File: src/design/pfb_pkg.sv
// Shared constants and types for the program flow branch unit
package pfb_pkg;

  localparam int PC_W = 22;

  // Operation selector presented with a request
  typedef enum logic [4:0] {
    OP_RELATIVE_JUMP = 5'h00,
    OP_INDIRECT_JUMP = 5'h01,
    OP_EXT_INDIRECT_JUMP = 5'h02,
    OP_DIRECT_JUMP = 5'h03,
    OP_REL_INVOKE = 5'h04,
    OP_IND_INVOKE = 5'h05,
    OP_EXT_IND_INVOKE = 5'h06,
    OP_ABS_INVOKE = 5'h07,
    OP_SUBROUTINE_EXIT = 5'h08,
    OP_INTERRUPT_EXIT = 5'h09,
    OP_COMPARE_SKIP_EQ = 5'h0a,
    OP_REGISTER_COMPARE = 5'h0b,
    OP_COMPARE_CARRY = 5'h0c,
    OP_COMPARE_IMM = 5'h0d,
    OP_SKIP_REG_CLEAR = 5'h0e,
    OP_SKIP_REG_SET = 5'h0f,
    OP_SKIP_IO_CLEAR = 5'h10,
    OP_SKIP_IO_SET = 5'h11,
    OP_BRANCH_FLAG_SET = 5'h12,
    OP_BRANCH_FLAG_CLEAR = 5'h13,
    OP_BRANCH_IF_EQUAL = 5'h14
  } pfb_op_e;

  typedef enum logic [0:0] {
    ST_IDLE = 1'b0,
    ST_BUSY = 1'b1
  } pfb_state_e;

  // Status flag bit positions
  localparam int FLAG_C = 0;
  localparam int FLAG_Z = 1;
  localparam int FLAG_N = 2;
  localparam int FLAG_V = 3;
  localparam int FLAG_S = 4;
  localparam int FLAG_H = 5;
  localparam int FLAG_I = 7;

  // Cycle counts per instruction class
  localparam logic [2:0] CYC_ONE = 3'h1;
  localparam logic [2:0] CYC_TWO = 3'h2;
  localparam logic [2:0] CYC_THREE = 3'h3;
  localparam logic [2:0] CYC_FOUR = 3'h4;
  localparam logic [2:0] CYC_FIVE = 3'h5;

  localparam logic [7:0] FLAGS_RESET = 8'h00;
  localparam logic [PC_W-1:0] PC_RESET = 22'h00_0000;

endpackage

File: src/design/pfb_program_flow_branch_unit.sv
// Program flow execution: jumps, invokes, exits, compares, skips and branches
//
// Function
// - Indirect jump loads pointer pair into counter, flags kept, two cycles.
// - Extended indirect jump loads high byte and pointer pair, two cycles.
// - Indirect invoke pushes return address, loads pointer pair, four cycles.
// - Extended indirect invoke pushes, loads high byte with pointer, four cycles.
// - Compare-skip-if-equal skips next one or two words when equal; 1/2/3 cycles.
// - Compares subtract unstored, set Z N V C H in one cycle; carry variant.
// - Skip when selected register bit is clear; 1/2/3 cycles, no flags.
// - Skip when selected register bit is set, counter plus 2 or 3.
// - Skip when selected I/O bit is clear; 1/2/3 cycles, no flags.
// - Skip when selected I/O bit is set; flags unchanged.
// - Branch adds offset plus one when chosen flag set; 1/2 cycles.
// - Branch adds offset plus one when chosen flag clear; else falls through.
// - Branch if equal takes relative branch only when zero flag set.
`timescale 1ns/100ps

module pfb_program_flow_branch_unit
  import pfb_pkg::*;
(
  input wire logic clk,
  input wire logic reset,
  input wire logic start,
  input wire pfb_op_e op,
  input wire logic [PC_W-1:0] pc_in,
  input wire logic [7:0] flags_in,
  input wire logic [11:0] offset,
  input wire logic [PC_W-1:0] target,
  input wire logic [15:0] pointer_pair,
  input wire logic [7:0] ext_high_byte,
  input wire logic [7:0] reg_d,
  input wire logic [7:0] reg_r,
  input wire logic [7:0] io_value,
  input wire logic [2:0] bit_sel,
  input wire logic next_is_two_word,
  input wire logic [PC_W-1:0] stack_pc,
  output logic busy,
  output logic done,
  output logic [PC_W-1:0] pc_out,
  output logic [7:0] flags_out,
  output logic push_pc,
  output logic [PC_W-1:0] push_value,
  output logic pop_pc
);

  typedef struct packed {
    pfb_state_e state;
    logic [2:0] remain;
    logic [PC_W-1:0] pc;
    logic [7:0] flags;
    logic done;
    logic push;
    logic [PC_W-1:0] push_value;
    logic pop;
  } pfb_state_s;

  pfb_state_s cur;
  pfb_state_s next_cur;

  logic [PC_W-1:0] pc_inc;
  logic [PC_W-1:0] pc_rel;
  logic [PC_W-1:0] pc_skip;
  logic [PC_W-1:0] pc_ext;
  logic [8:0] diff;
  logic [4:0] half_diff;
  logic borrow_in;
  logic [7:0] subtrahend;
  logic reg_bit;
  logic io_bit;
  logic flag_bit;
  logic skip_hit;
  logic branch_hit;

  assign pc_inc = pc_in + PC_W'(1);
  assign pc_rel = pc_in + PC_W'(signed'(offset)) + PC_W'(1);
  // Skipped instruction may be one or two words long
  assign pc_skip = pc_in + (next_is_two_word ? PC_W'(3) : PC_W'(2));
  assign pc_ext = PC_W'({ext_high_byte, pointer_pair});
  assign reg_bit = reg_r[bit_sel];
  assign io_bit = io_value[bit_sel];
  assign flag_bit = flags_in[bit_sel];
  // Immediate operand arrives on reg_r as well
  assign subtrahend = reg_r;
  assign borrow_in = (op == OP_COMPARE_CARRY) ? flags_in[FLAG_C] : 1'b0;
  assign diff = {1'b0, reg_d} - {1'b0, subtrahend} - {8'h00, borrow_in};
  assign half_diff = {1'b0, reg_d[3:0]} - {1'b0, subtrahend[3:0]} - {4'h0, borrow_in};

  // Condition tested by the skip and branch families
  always_comb
  begin
    skip_hit = 1'b0;
    branch_hit = 1'b0;
    case (op)
      OP_COMPARE_SKIP_EQ:
      begin
        skip_hit = (reg_d == reg_r);
      end
      OP_SKIP_REG_CLEAR:
      begin
        skip_hit = ~reg_bit;
      end
      OP_SKIP_REG_SET:
      begin
        skip_hit = reg_bit;
      end
      OP_SKIP_IO_CLEAR:
      begin
        skip_hit = ~io_bit;
      end
      OP_SKIP_IO_SET:
      begin
        skip_hit = io_bit;
      end
      OP_BRANCH_FLAG_SET:
      begin
        branch_hit = flag_bit;
      end
      OP_BRANCH_FLAG_CLEAR:
      begin
        branch_hit = ~flag_bit;
      end
      OP_BRANCH_IF_EQUAL:
      begin
        branch_hit = flags_in[FLAG_Z];
      end
      default:
      begin
        skip_hit = 1'b0;
      end
    endcase
  end

  always_comb
  begin
    logic [2:0] cycles;
    logic zero;
    logic ovf;
    cycles = CYC_ONE;
    zero = 1'b0;
    ovf = 1'b0;
    next_cur = cur;
    next_cur.done = 1'b0;
    next_cur.push = 1'b0;
    next_cur.pop = 1'b0;
    case (cur.state)
      ST_IDLE:
      begin
        if (start)
        begin
          next_cur.pc = pc_inc;
          next_cur.flags = flags_in;
          case (op)
            OP_RELATIVE_JUMP:
            begin
              next_cur.pc = pc_rel;
              cycles = CYC_TWO;
            end
            OP_INDIRECT_JUMP:
            begin
              next_cur.pc = PC_W'(pointer_pair);
              cycles = CYC_TWO;
            end
            OP_EXT_INDIRECT_JUMP:
            begin
              next_cur.pc = pc_ext;
              cycles = CYC_TWO;
            end
            OP_DIRECT_JUMP:
            begin
              next_cur.pc = target;
              cycles = CYC_THREE;
            end
            OP_REL_INVOKE:
            begin
              next_cur.pc = pc_rel;
              next_cur.push = 1'b1;
              next_cur.push_value = pc_inc;
              cycles = CYC_FOUR;
            end
            OP_IND_INVOKE:
            begin
              next_cur.pc = PC_W'(pointer_pair);
              next_cur.push = 1'b1;
              next_cur.push_value = pc_inc;
              cycles = CYC_FOUR;
            end
            OP_EXT_IND_INVOKE:
            begin
              next_cur.pc = pc_ext;
              next_cur.push = 1'b1;
              next_cur.push_value = pc_inc;
              cycles = CYC_FOUR;
            end
            OP_ABS_INVOKE:
            begin
              // Return address follows the two-word instruction
              next_cur.pc = target;
              next_cur.push = 1'b1;
              next_cur.push_value = pc_in + PC_W'(2);
              cycles = CYC_FIVE;
            end
            OP_SUBROUTINE_EXIT, OP_INTERRUPT_EXIT:
            begin
              next_cur.pc = stack_pc;
              next_cur.pop = 1'b1;
              cycles = CYC_FIVE;
              if (op == OP_INTERRUPT_EXIT)
              begin
                next_cur.flags[FLAG_I] = 1'b1;
              end
            end
            OP_REGISTER_COMPARE, OP_COMPARE_CARRY, OP_COMPARE_IMM:
            begin
              zero = (diff[7:0] == 8'h00);
              ovf = (reg_d[7] ^ subtrahend[7]) & (reg_d[7] ^ diff[7]);
              // Carry variant keeps Z only when the earlier byte was zero too
              next_cur.flags[FLAG_Z] = (op == OP_COMPARE_CARRY) ?
                (zero & flags_in[FLAG_Z]) : zero;
              next_cur.flags[FLAG_N] = diff[7];
              next_cur.flags[FLAG_V] = ovf;
              next_cur.flags[FLAG_S] = diff[7] ^ ovf;
              next_cur.flags[FLAG_C] = diff[8];
              next_cur.flags[FLAG_H] = half_diff[4];
            end
            OP_COMPARE_SKIP_EQ, OP_SKIP_REG_CLEAR, OP_SKIP_REG_SET,
            OP_SKIP_IO_CLEAR, OP_SKIP_IO_SET:
            begin
              // Cost grows with the length of the skipped instruction
              if (skip_hit)
              begin
                next_cur.pc = pc_skip;
                cycles = next_is_two_word ? CYC_THREE : CYC_TWO;
              end
            end
            OP_BRANCH_FLAG_SET, OP_BRANCH_FLAG_CLEAR, OP_BRANCH_IF_EQUAL:
            begin
              if (branch_hit)
              begin
                next_cur.pc = pc_rel;
                cycles = CYC_TWO;
              end
            end
            default:
            begin
              next_cur.pc = pc_inc;
            end
          endcase
          if (cycles == CYC_ONE)
          begin
            next_cur.done = 1'b1;
          end
          else
          begin
            next_cur.state = ST_BUSY;
            next_cur.remain = cycles - CYC_TWO;
          end
        end
      end
      ST_BUSY:
      begin
        // Multi-cycle instructions load the result at start and count down to done in the final cycle
        if (cur.remain == 3'h0)
        begin
          next_cur.state = ST_IDLE;
          next_cur.done = 1'b1;
        end
        else
        begin
          next_cur.remain = cur.remain - 3'h1;
        end
      end
      default:
      begin
        next_cur.state = ST_IDLE;
      end
    endcase
  end

  always_ff @(posedge clk or posedge reset)
  begin
    if (reset)
    begin
      cur <= '{state: ST_IDLE, remain: 3'h0, pc: PC_RESET, flags: FLAGS_RESET,
               done: 1'b0, push: 1'b0, push_value: PC_RESET, pop: 1'b0};
    end
    else
    begin
      cur <= next_cur;
    end
  end

  assign busy = (cur.state == ST_BUSY);
  assign done = cur.done;
  assign pc_out = cur.pc;
  assign flags_out = cur.flags;
  assign push_pc = cur.push;
  assign push_value = cur.push_value;
  assign pop_pc = cur.pop;

endmodule // pfb_program_flow_branch_unit

File: config.mk
export PLATFORM = sky130hd
export DESIGN_NAME = pfb_program_flow_branch_unit
export DESIGN_NICKNAME = d
export VERILOG_FILES = /design/src/design/pfb_pkg.sv /design/src/design/pfb_program_flow_branch_unit.sv
export SDC_FILE = /design/constraint.sdc
export NUM_CORES = 1
export LEC_CHECK = 0
export ABC_AREA = 1
export ABC_CLOCK_PERIOD_IN_PS = 2400
export BUFFER_PORTS_ARGS = -buffer_cell sky130_fd_sc_hd__buf_2
export CORE_ASPECT_RATIO = 1.25
export CORE_MARGIN = 2
export CORE_UTILIZATION = 30
export DETAILED_ROUTE_END_ITERATION = 10
export PLACE_DENSITY = 0.57
export RECOVER_POWER = 50
export SKIP_LAST_GASP = 1
export SLEW_MARGIN = 5
export SYNTH_ARGS = -nofsm -noshare
export SYNTH_HDL_FRONTEND = slang
export SYNTH_SLANG_ARGS = --single-unit
File: constraint.sdc
create_clock -name clk -period 2.4 [get_ports clk]
set_clock_uncertainty 0.15 [all_clocks]
set_input_delay 0.48 -clock clk [delete_from_list [all_inputs] [get_ports clk]]
set_output_delay 0.48 -clock clk [all_outputs]
set_load 0.02 [all_outputs]
* Word level (Yosys, flattened, before mapping) *
Cells that the tools add are included.
W data, S select, Z words.

operators by class
  $add $sub $neg = 11
  $lt $le $gt $ge = 1
  equal/unequal tests = 25
  mux-type cells = 34
  bitwise gates (word level) = 9
  reductions and logical operators = 18

operators by type and width
  cell                     number
  $pmux W22 S7             1
  $mux W59                 1
  $pmux W23 S2             1
  $add A22 B1 Y22 const B  2
  $mux W22                 2
  $eq A5 B4 Y1 const B     8
  $eq A5 B5 Y1 const B     5
  $mux W24                 1
  $add A22 B2 Y22          1
  $add A22 B2 Y22 const B  1
  $add A22 B22 Y22         1
  $eq A5 B3 Y1 const B     4
  $pmux W3 S6              1
  $reduce_or A3 Y1         5
  $mux W1                  13
  $eq A5 B2 Y1 const B     2
  $reduce_or A2 Y1         5
  $bmux W1 S3              3
  $mux W3                  3
  $sub A8 B8 Y9            1
  $sub A9 B1 Y9            1
  $eq A8 B8 Y1             1
  $logic_not A8 Y1         1
  $pmux W4 S2              1
  23 further kinds         33

storage, ports and cells
  register bits = 59
  input bits = 146
  output and inout port bits = 56
  logic and storage cells = 106

* Depth between registers and ports, before layout *
  depth after elaboration = 12
  mapped depth = 18
  depth with buffers taken out = 18

* Worst setup path after synthesis *
OpenSTA, ideal clock, no wires.

  path type = input -> register
  from = input op[4]
  to = register cur, in the netlist flags_out[1]
  setup time = 117 ps
  data arrival time = 2,513 ps
  required time = 2,133 ps
  path slack = -380 ps
  stages on the path = 17
  path buffers = 1
  path through = buf_2 inv_2 nand3_1 nor2_1 nand2_1 fa_1 ha_1 nand2_1 nand2_1 nand2_1 nand3_1 xor2_1 inv_1 o21ai_0 inv_1 nand3_1 nand2_1

between the ends
  cells in the longest elaborated chain, start to end = 7
  elaborated cells on any way between the ends = 10
  those cells by class = add/sub (1); eq/ne (3); mux (3); bitwise (1); reduce/logical (2)

RTL lines
  item                    line                                                                                                          RTL
  start: declaration      pfb_program_flow_branch_unit.sv:25                                                                            input wire pfb_op_e op,
  $eq A5 B4 Y1            pfb_program_flow_branch_unit.sv:85, pfb_program_flow_branch_unit.sv:153, pfb_program_flow_branch_unit.sv:218
  $mux W1                 pfb_program_flow_branch_unit.sv:85                                                                            assign borrow_in = (op == OP_COMPARE_CARRY) ? flags_in[FLAG_C] : 1'b0;
  $sub A9 B1 Y9           pfb_program_flow_branch_unit.sv:86                                                                            assign diff = {1'b0, reg_d} - {1'b0, subtrahend} - {8'h00, borrow_in};
  $logic_not A8 Y1        pfb_program_flow_branch_unit.sv:215                                                                           zero = (diff[7:0] == 8'h00);
  $and A1 B1 Y1           pfb_program_flow_branch_unit.sv:219                                                                           (zero & flags_in[FLAG_Z]) : zero;
  $mux W1                 pfb_program_flow_branch_unit.sv:218                                                                           next_cur.flags[FLAG_Z] = (op == OP_COMPARE_CARRY) ?
  $mux W6 (*)             pfb_program_flow_branch_unit.sv:153                                                                           case (op)
  end signal: assignment  pfb_program_flow_branch_unit.sv:284                                                                           cur <= '{state: ST_IDLE, remain: 3'h0, pc: PC_RESET, flags: FLAGS_RESET,
  end signal: assignment  pfb_program_flow_branch_unit.sv:289                                                                           cur <= next_cur;
  end: declaration        pfb_program_flow_branch_unit.sv:58                                                                            pfb_state_s cur;

Every way passes the cells marked *; elsewhere a longest branch is shown, timed or not.
A chain may end at the register's enable or synchronous reset.

* Final worst setup path *
Same ends and word-level chain as after synthesis.

==> results.md <==
* Max-cap check violation count at 0
* EDFF count, synth at 0
* Async set-reset flop share out of synthesis at 1.000
* Unrepaired setup endpoints after global routing: yes
* Reg2Reg Capture Point: pc_out[11]$_DFFE_PP0P_
* Yosys top cell by area: dfrtp_1
* Synth area leaders: dfrtp_1 (19%), nand2_1 (17%), nor2_1 (8.5%)
* Post-synthesis average cell area at 6.068 um^2
* Share of the synthesized area in the top cell type at 0.1914
* Synth unique cells at 45
* Core ar. at 0.02529 mm^2
* Final worst-path cycle share at 0.9733
* Post-DP HPWL at 26.44 mm
* Worst setup EP type: flop
* Multi-input logic area at 0.005256 mm^2
* Area grow syn2layout at 38.16%
* Die W at 147.4 um
* Path depth of the worst reg2reg path at 7
* Total die area at 0.02701 mm^2
* Critical Path RT at 2.53 ns
* Synth top cells by count: nand2_1 (340), nor2_1 (175), inv_1 (159)
* VDD IR max at 0.3499 mV
* Internal power at 3.457 mW
* Sequential fraction of the synthesis area at 0.1914
* Post-synthesis instance area at 0.007712 mm^2
* Routed via count at 9209
* Setup TNS at 0 ns
* Post-layout net count at 1787
* Final Power at 6.302 mW
* Synth Net Count at 1462
* Switching Power at 2.845 mW
* Site row count at 65
* Setup violators final at 0
* 1st-pass router iterations at 7
* DR DRC count at 0
* Status: finished clean
* CP startpoint kind: primary input
* Max Clock Freq at 0.4281 GHz
* Worst reg-to-reg setup slack at 0.62 ns
* CP bufs+invs at 4
* HP Class: primary input to async pin
* Num ports at 202
* Final Hold Fails at 0
* Post-layout util at 0.4213
* GR Util All Layers at 0.2250
* Drt via density at 4.754
* Filler cells at 2753
* Cell Chain, Critical Path: buf_8, inv_8, nand3_4, nor2_4, nand2_2, fa_2, inv_1, fa_2, nand2_1, inv_2, o21bai_4, a21oi_1, o21bai_1, xor2_1, o21ai_1, nand3_1, nand2_1
* Dominant synthesized flop cell: dfrtp_1
* CTS Hold Bufs at 0
* Bufs on Longest Clock Path at 2
* GR Overflow Total at 0
* Vias in the first global route at 8963
* Initial Util at 0.3049
* Static power due to leakage at 5.617 nW
* Clock Pin Slew Worst Setup and Hold Paths at 0.06 ns
* Chip Height at 183.3 um
* Synth Instances at 1271
* Initial antenna violation count at 1
* Data arrival time of the critical path at 2.46 ns
* Sequential Power Share at 0.272
* Starting DRT DRC Count at 462
* Max incr delay on CP at 0.37 ns
* GP Congestion at 1.004
* Clk root buf: clkbuf_16
* WL final at 30.76 mm
* CP max-delay cell: fa_2
* Top delay family on crit path: adder cells
* Synth warn at 0
* Logic pwr share at 0.529
* Clock power frac at 0.198
* Max Slew Vio Count at 0
* Maximum fanout along the worst path at 4
* CTS H-tree depth at 3
* Clk sink count at 59
* Buffers added on ports at 199
* Largest net degree at the start of global routing at 46
* CTS tree: built
* Top-count cell post-synth: nand2_1
* Max transition margin at 0.3127
* Clk_lat worst skew at 0.33 ns
* Worst R2R Start: busy$_DFF_PP0_
* Worst Max-Slew Pin Slew at 1.031 ns
* Register Area at 0.001476 mm^2
* ANT nets after route at 0
* #FFs+latches synth at 59
* Layout cell share with drive strength beyond 1 at 0.2942
* Min Tclk post-route at 2.336 ns
* Total CTS buffers at 9
* Kind of critical path: primary input to flop
* CP Launch Point: op[4]
* Sw Ratio at 0.4515
* Pwr/cell area at 591.5 mW/mm^2
* Drt wl/cell at 15.88 um
* Global-route wire length before repair at 47.36 mm
flip-flops by register name (all words and copies together) (netlist names):
register    cells
pop_pc          1
push_value     22
pc_out         22
push_pc         1
cur             3
done            1
flags_out       8
busy            1
worst max path at each step:
stage | to | depth (start not counted) | slack [ns]
final | flags_out[1]$_DFFE_PP0P_ | 17 | 0.06
after global routing | flags_out[4]$_DFFE_PP0P_ | 17 | -0.04
after CTS | flags_out[1]$_DFFE_PP0P_ | 16 | 0.01
after detailed placement | flags_out[1]$_DFFE_PP0P_ | 16 | -0.42
after global placement | flags_out[1]$_DFFE_PP0P_ | 16 | -0.43
after floorplan | flags_out[1]$_DFFE_PP0P_ | 17 | -0.25
metrics by stage:
stage / cell area (um^2) / setup slack, ns / std cells / hold WS (ns)
2_1_floorplan: 7769 / -0.2495 / 1271 / 0.2931
3_3_place_gp: 10220 / -0.4301 / 1919 / 0.3147
3_5_place_dp: 10220 / -0.4199 / 1919 / 0.3200
4_1_cts: 10540 / 0.009704 / 1936 / 0.03093
5_1_grt: 10660 / -0.03723 / 1937 / 0.2419
6_report: 10660 / 0.06402 / 1937 / 0.1591
placed cells by master, fill, tap and decap left out, types with 34 or more instances in the layout:
| cell | synthesis | final |
|---|---|---|
| inv_1 | 159 | 157 |
| nand2_1 | 340 | 334 |
| xor2_1 | 39 | 38 |
| nand4_1 | 35 | 35 |
| ha_1 | 42 | 34 |
| dfrtp_1 | 59 | 59 |
| buf_4 | 56 | 185 |
| a21oi_1 | 70 | 65 |
| nor2_1 | 175 | 168 |
| buf_2 | 7 | 173 |
| nand3_1 | 104 | 100 |
kinds of logic (layout without fill, tap and decap cells):
logic type                 Yosys count  after routing  share of synthesized area
adders and majority gates           45             45                    0.07592
other                                0              1                          0
buffers and inverters              249            579                     0.1551
AOI/OAI and AO/OA                  160            160                     0.1212
xor gates and xnor gates            49             49                    0.05565
and+or+nand+nor                    709            709                     0.4007
DFF                                 59             59                     0.1914
repair_timing:
item                       CTS  global route
gates cloned                 0             0
setup endpoints to repair    6            13
buffers inserted             1             0
gates resized for setup      5            39
pin swaps                    2            21
area by class of cell:
type / instances / area share
timing repair buffer: 396 / 0.2421
antenna: 1 / 0.0002349
multi-input combinational: 963 / 0.4933
sequential: 59 / 0.1386
clock inverter: 6 / 0.004462
clock buffer: 10 / 0.02243
tap: 335 / 0.03934
inverter: 167 / 0.05954
layer usage:
metal	track usage	up-vias	routed length (um)
met4	0.08500	0	1240
met5	0	-	0
met1	0.2705	4208	13080
met2	0.4123	250	15340
li1	-	4699	-
met3	0.02264	52	1093
power groups by stage:
stage	combinational (mW)	sequential (mW)	clock (mW)
3_5_place_dp	3.35	1.74	0
2_1_floorplan	2.55	1.67	0
3_3_place_gp	3.32	1.73	0
6_report	3.34	1.72	1.25
4_1_cts	3.36	1.72	1.27
5_1_grt	3.68	1.78	1.32
Power figures use the tool's default switching activity.
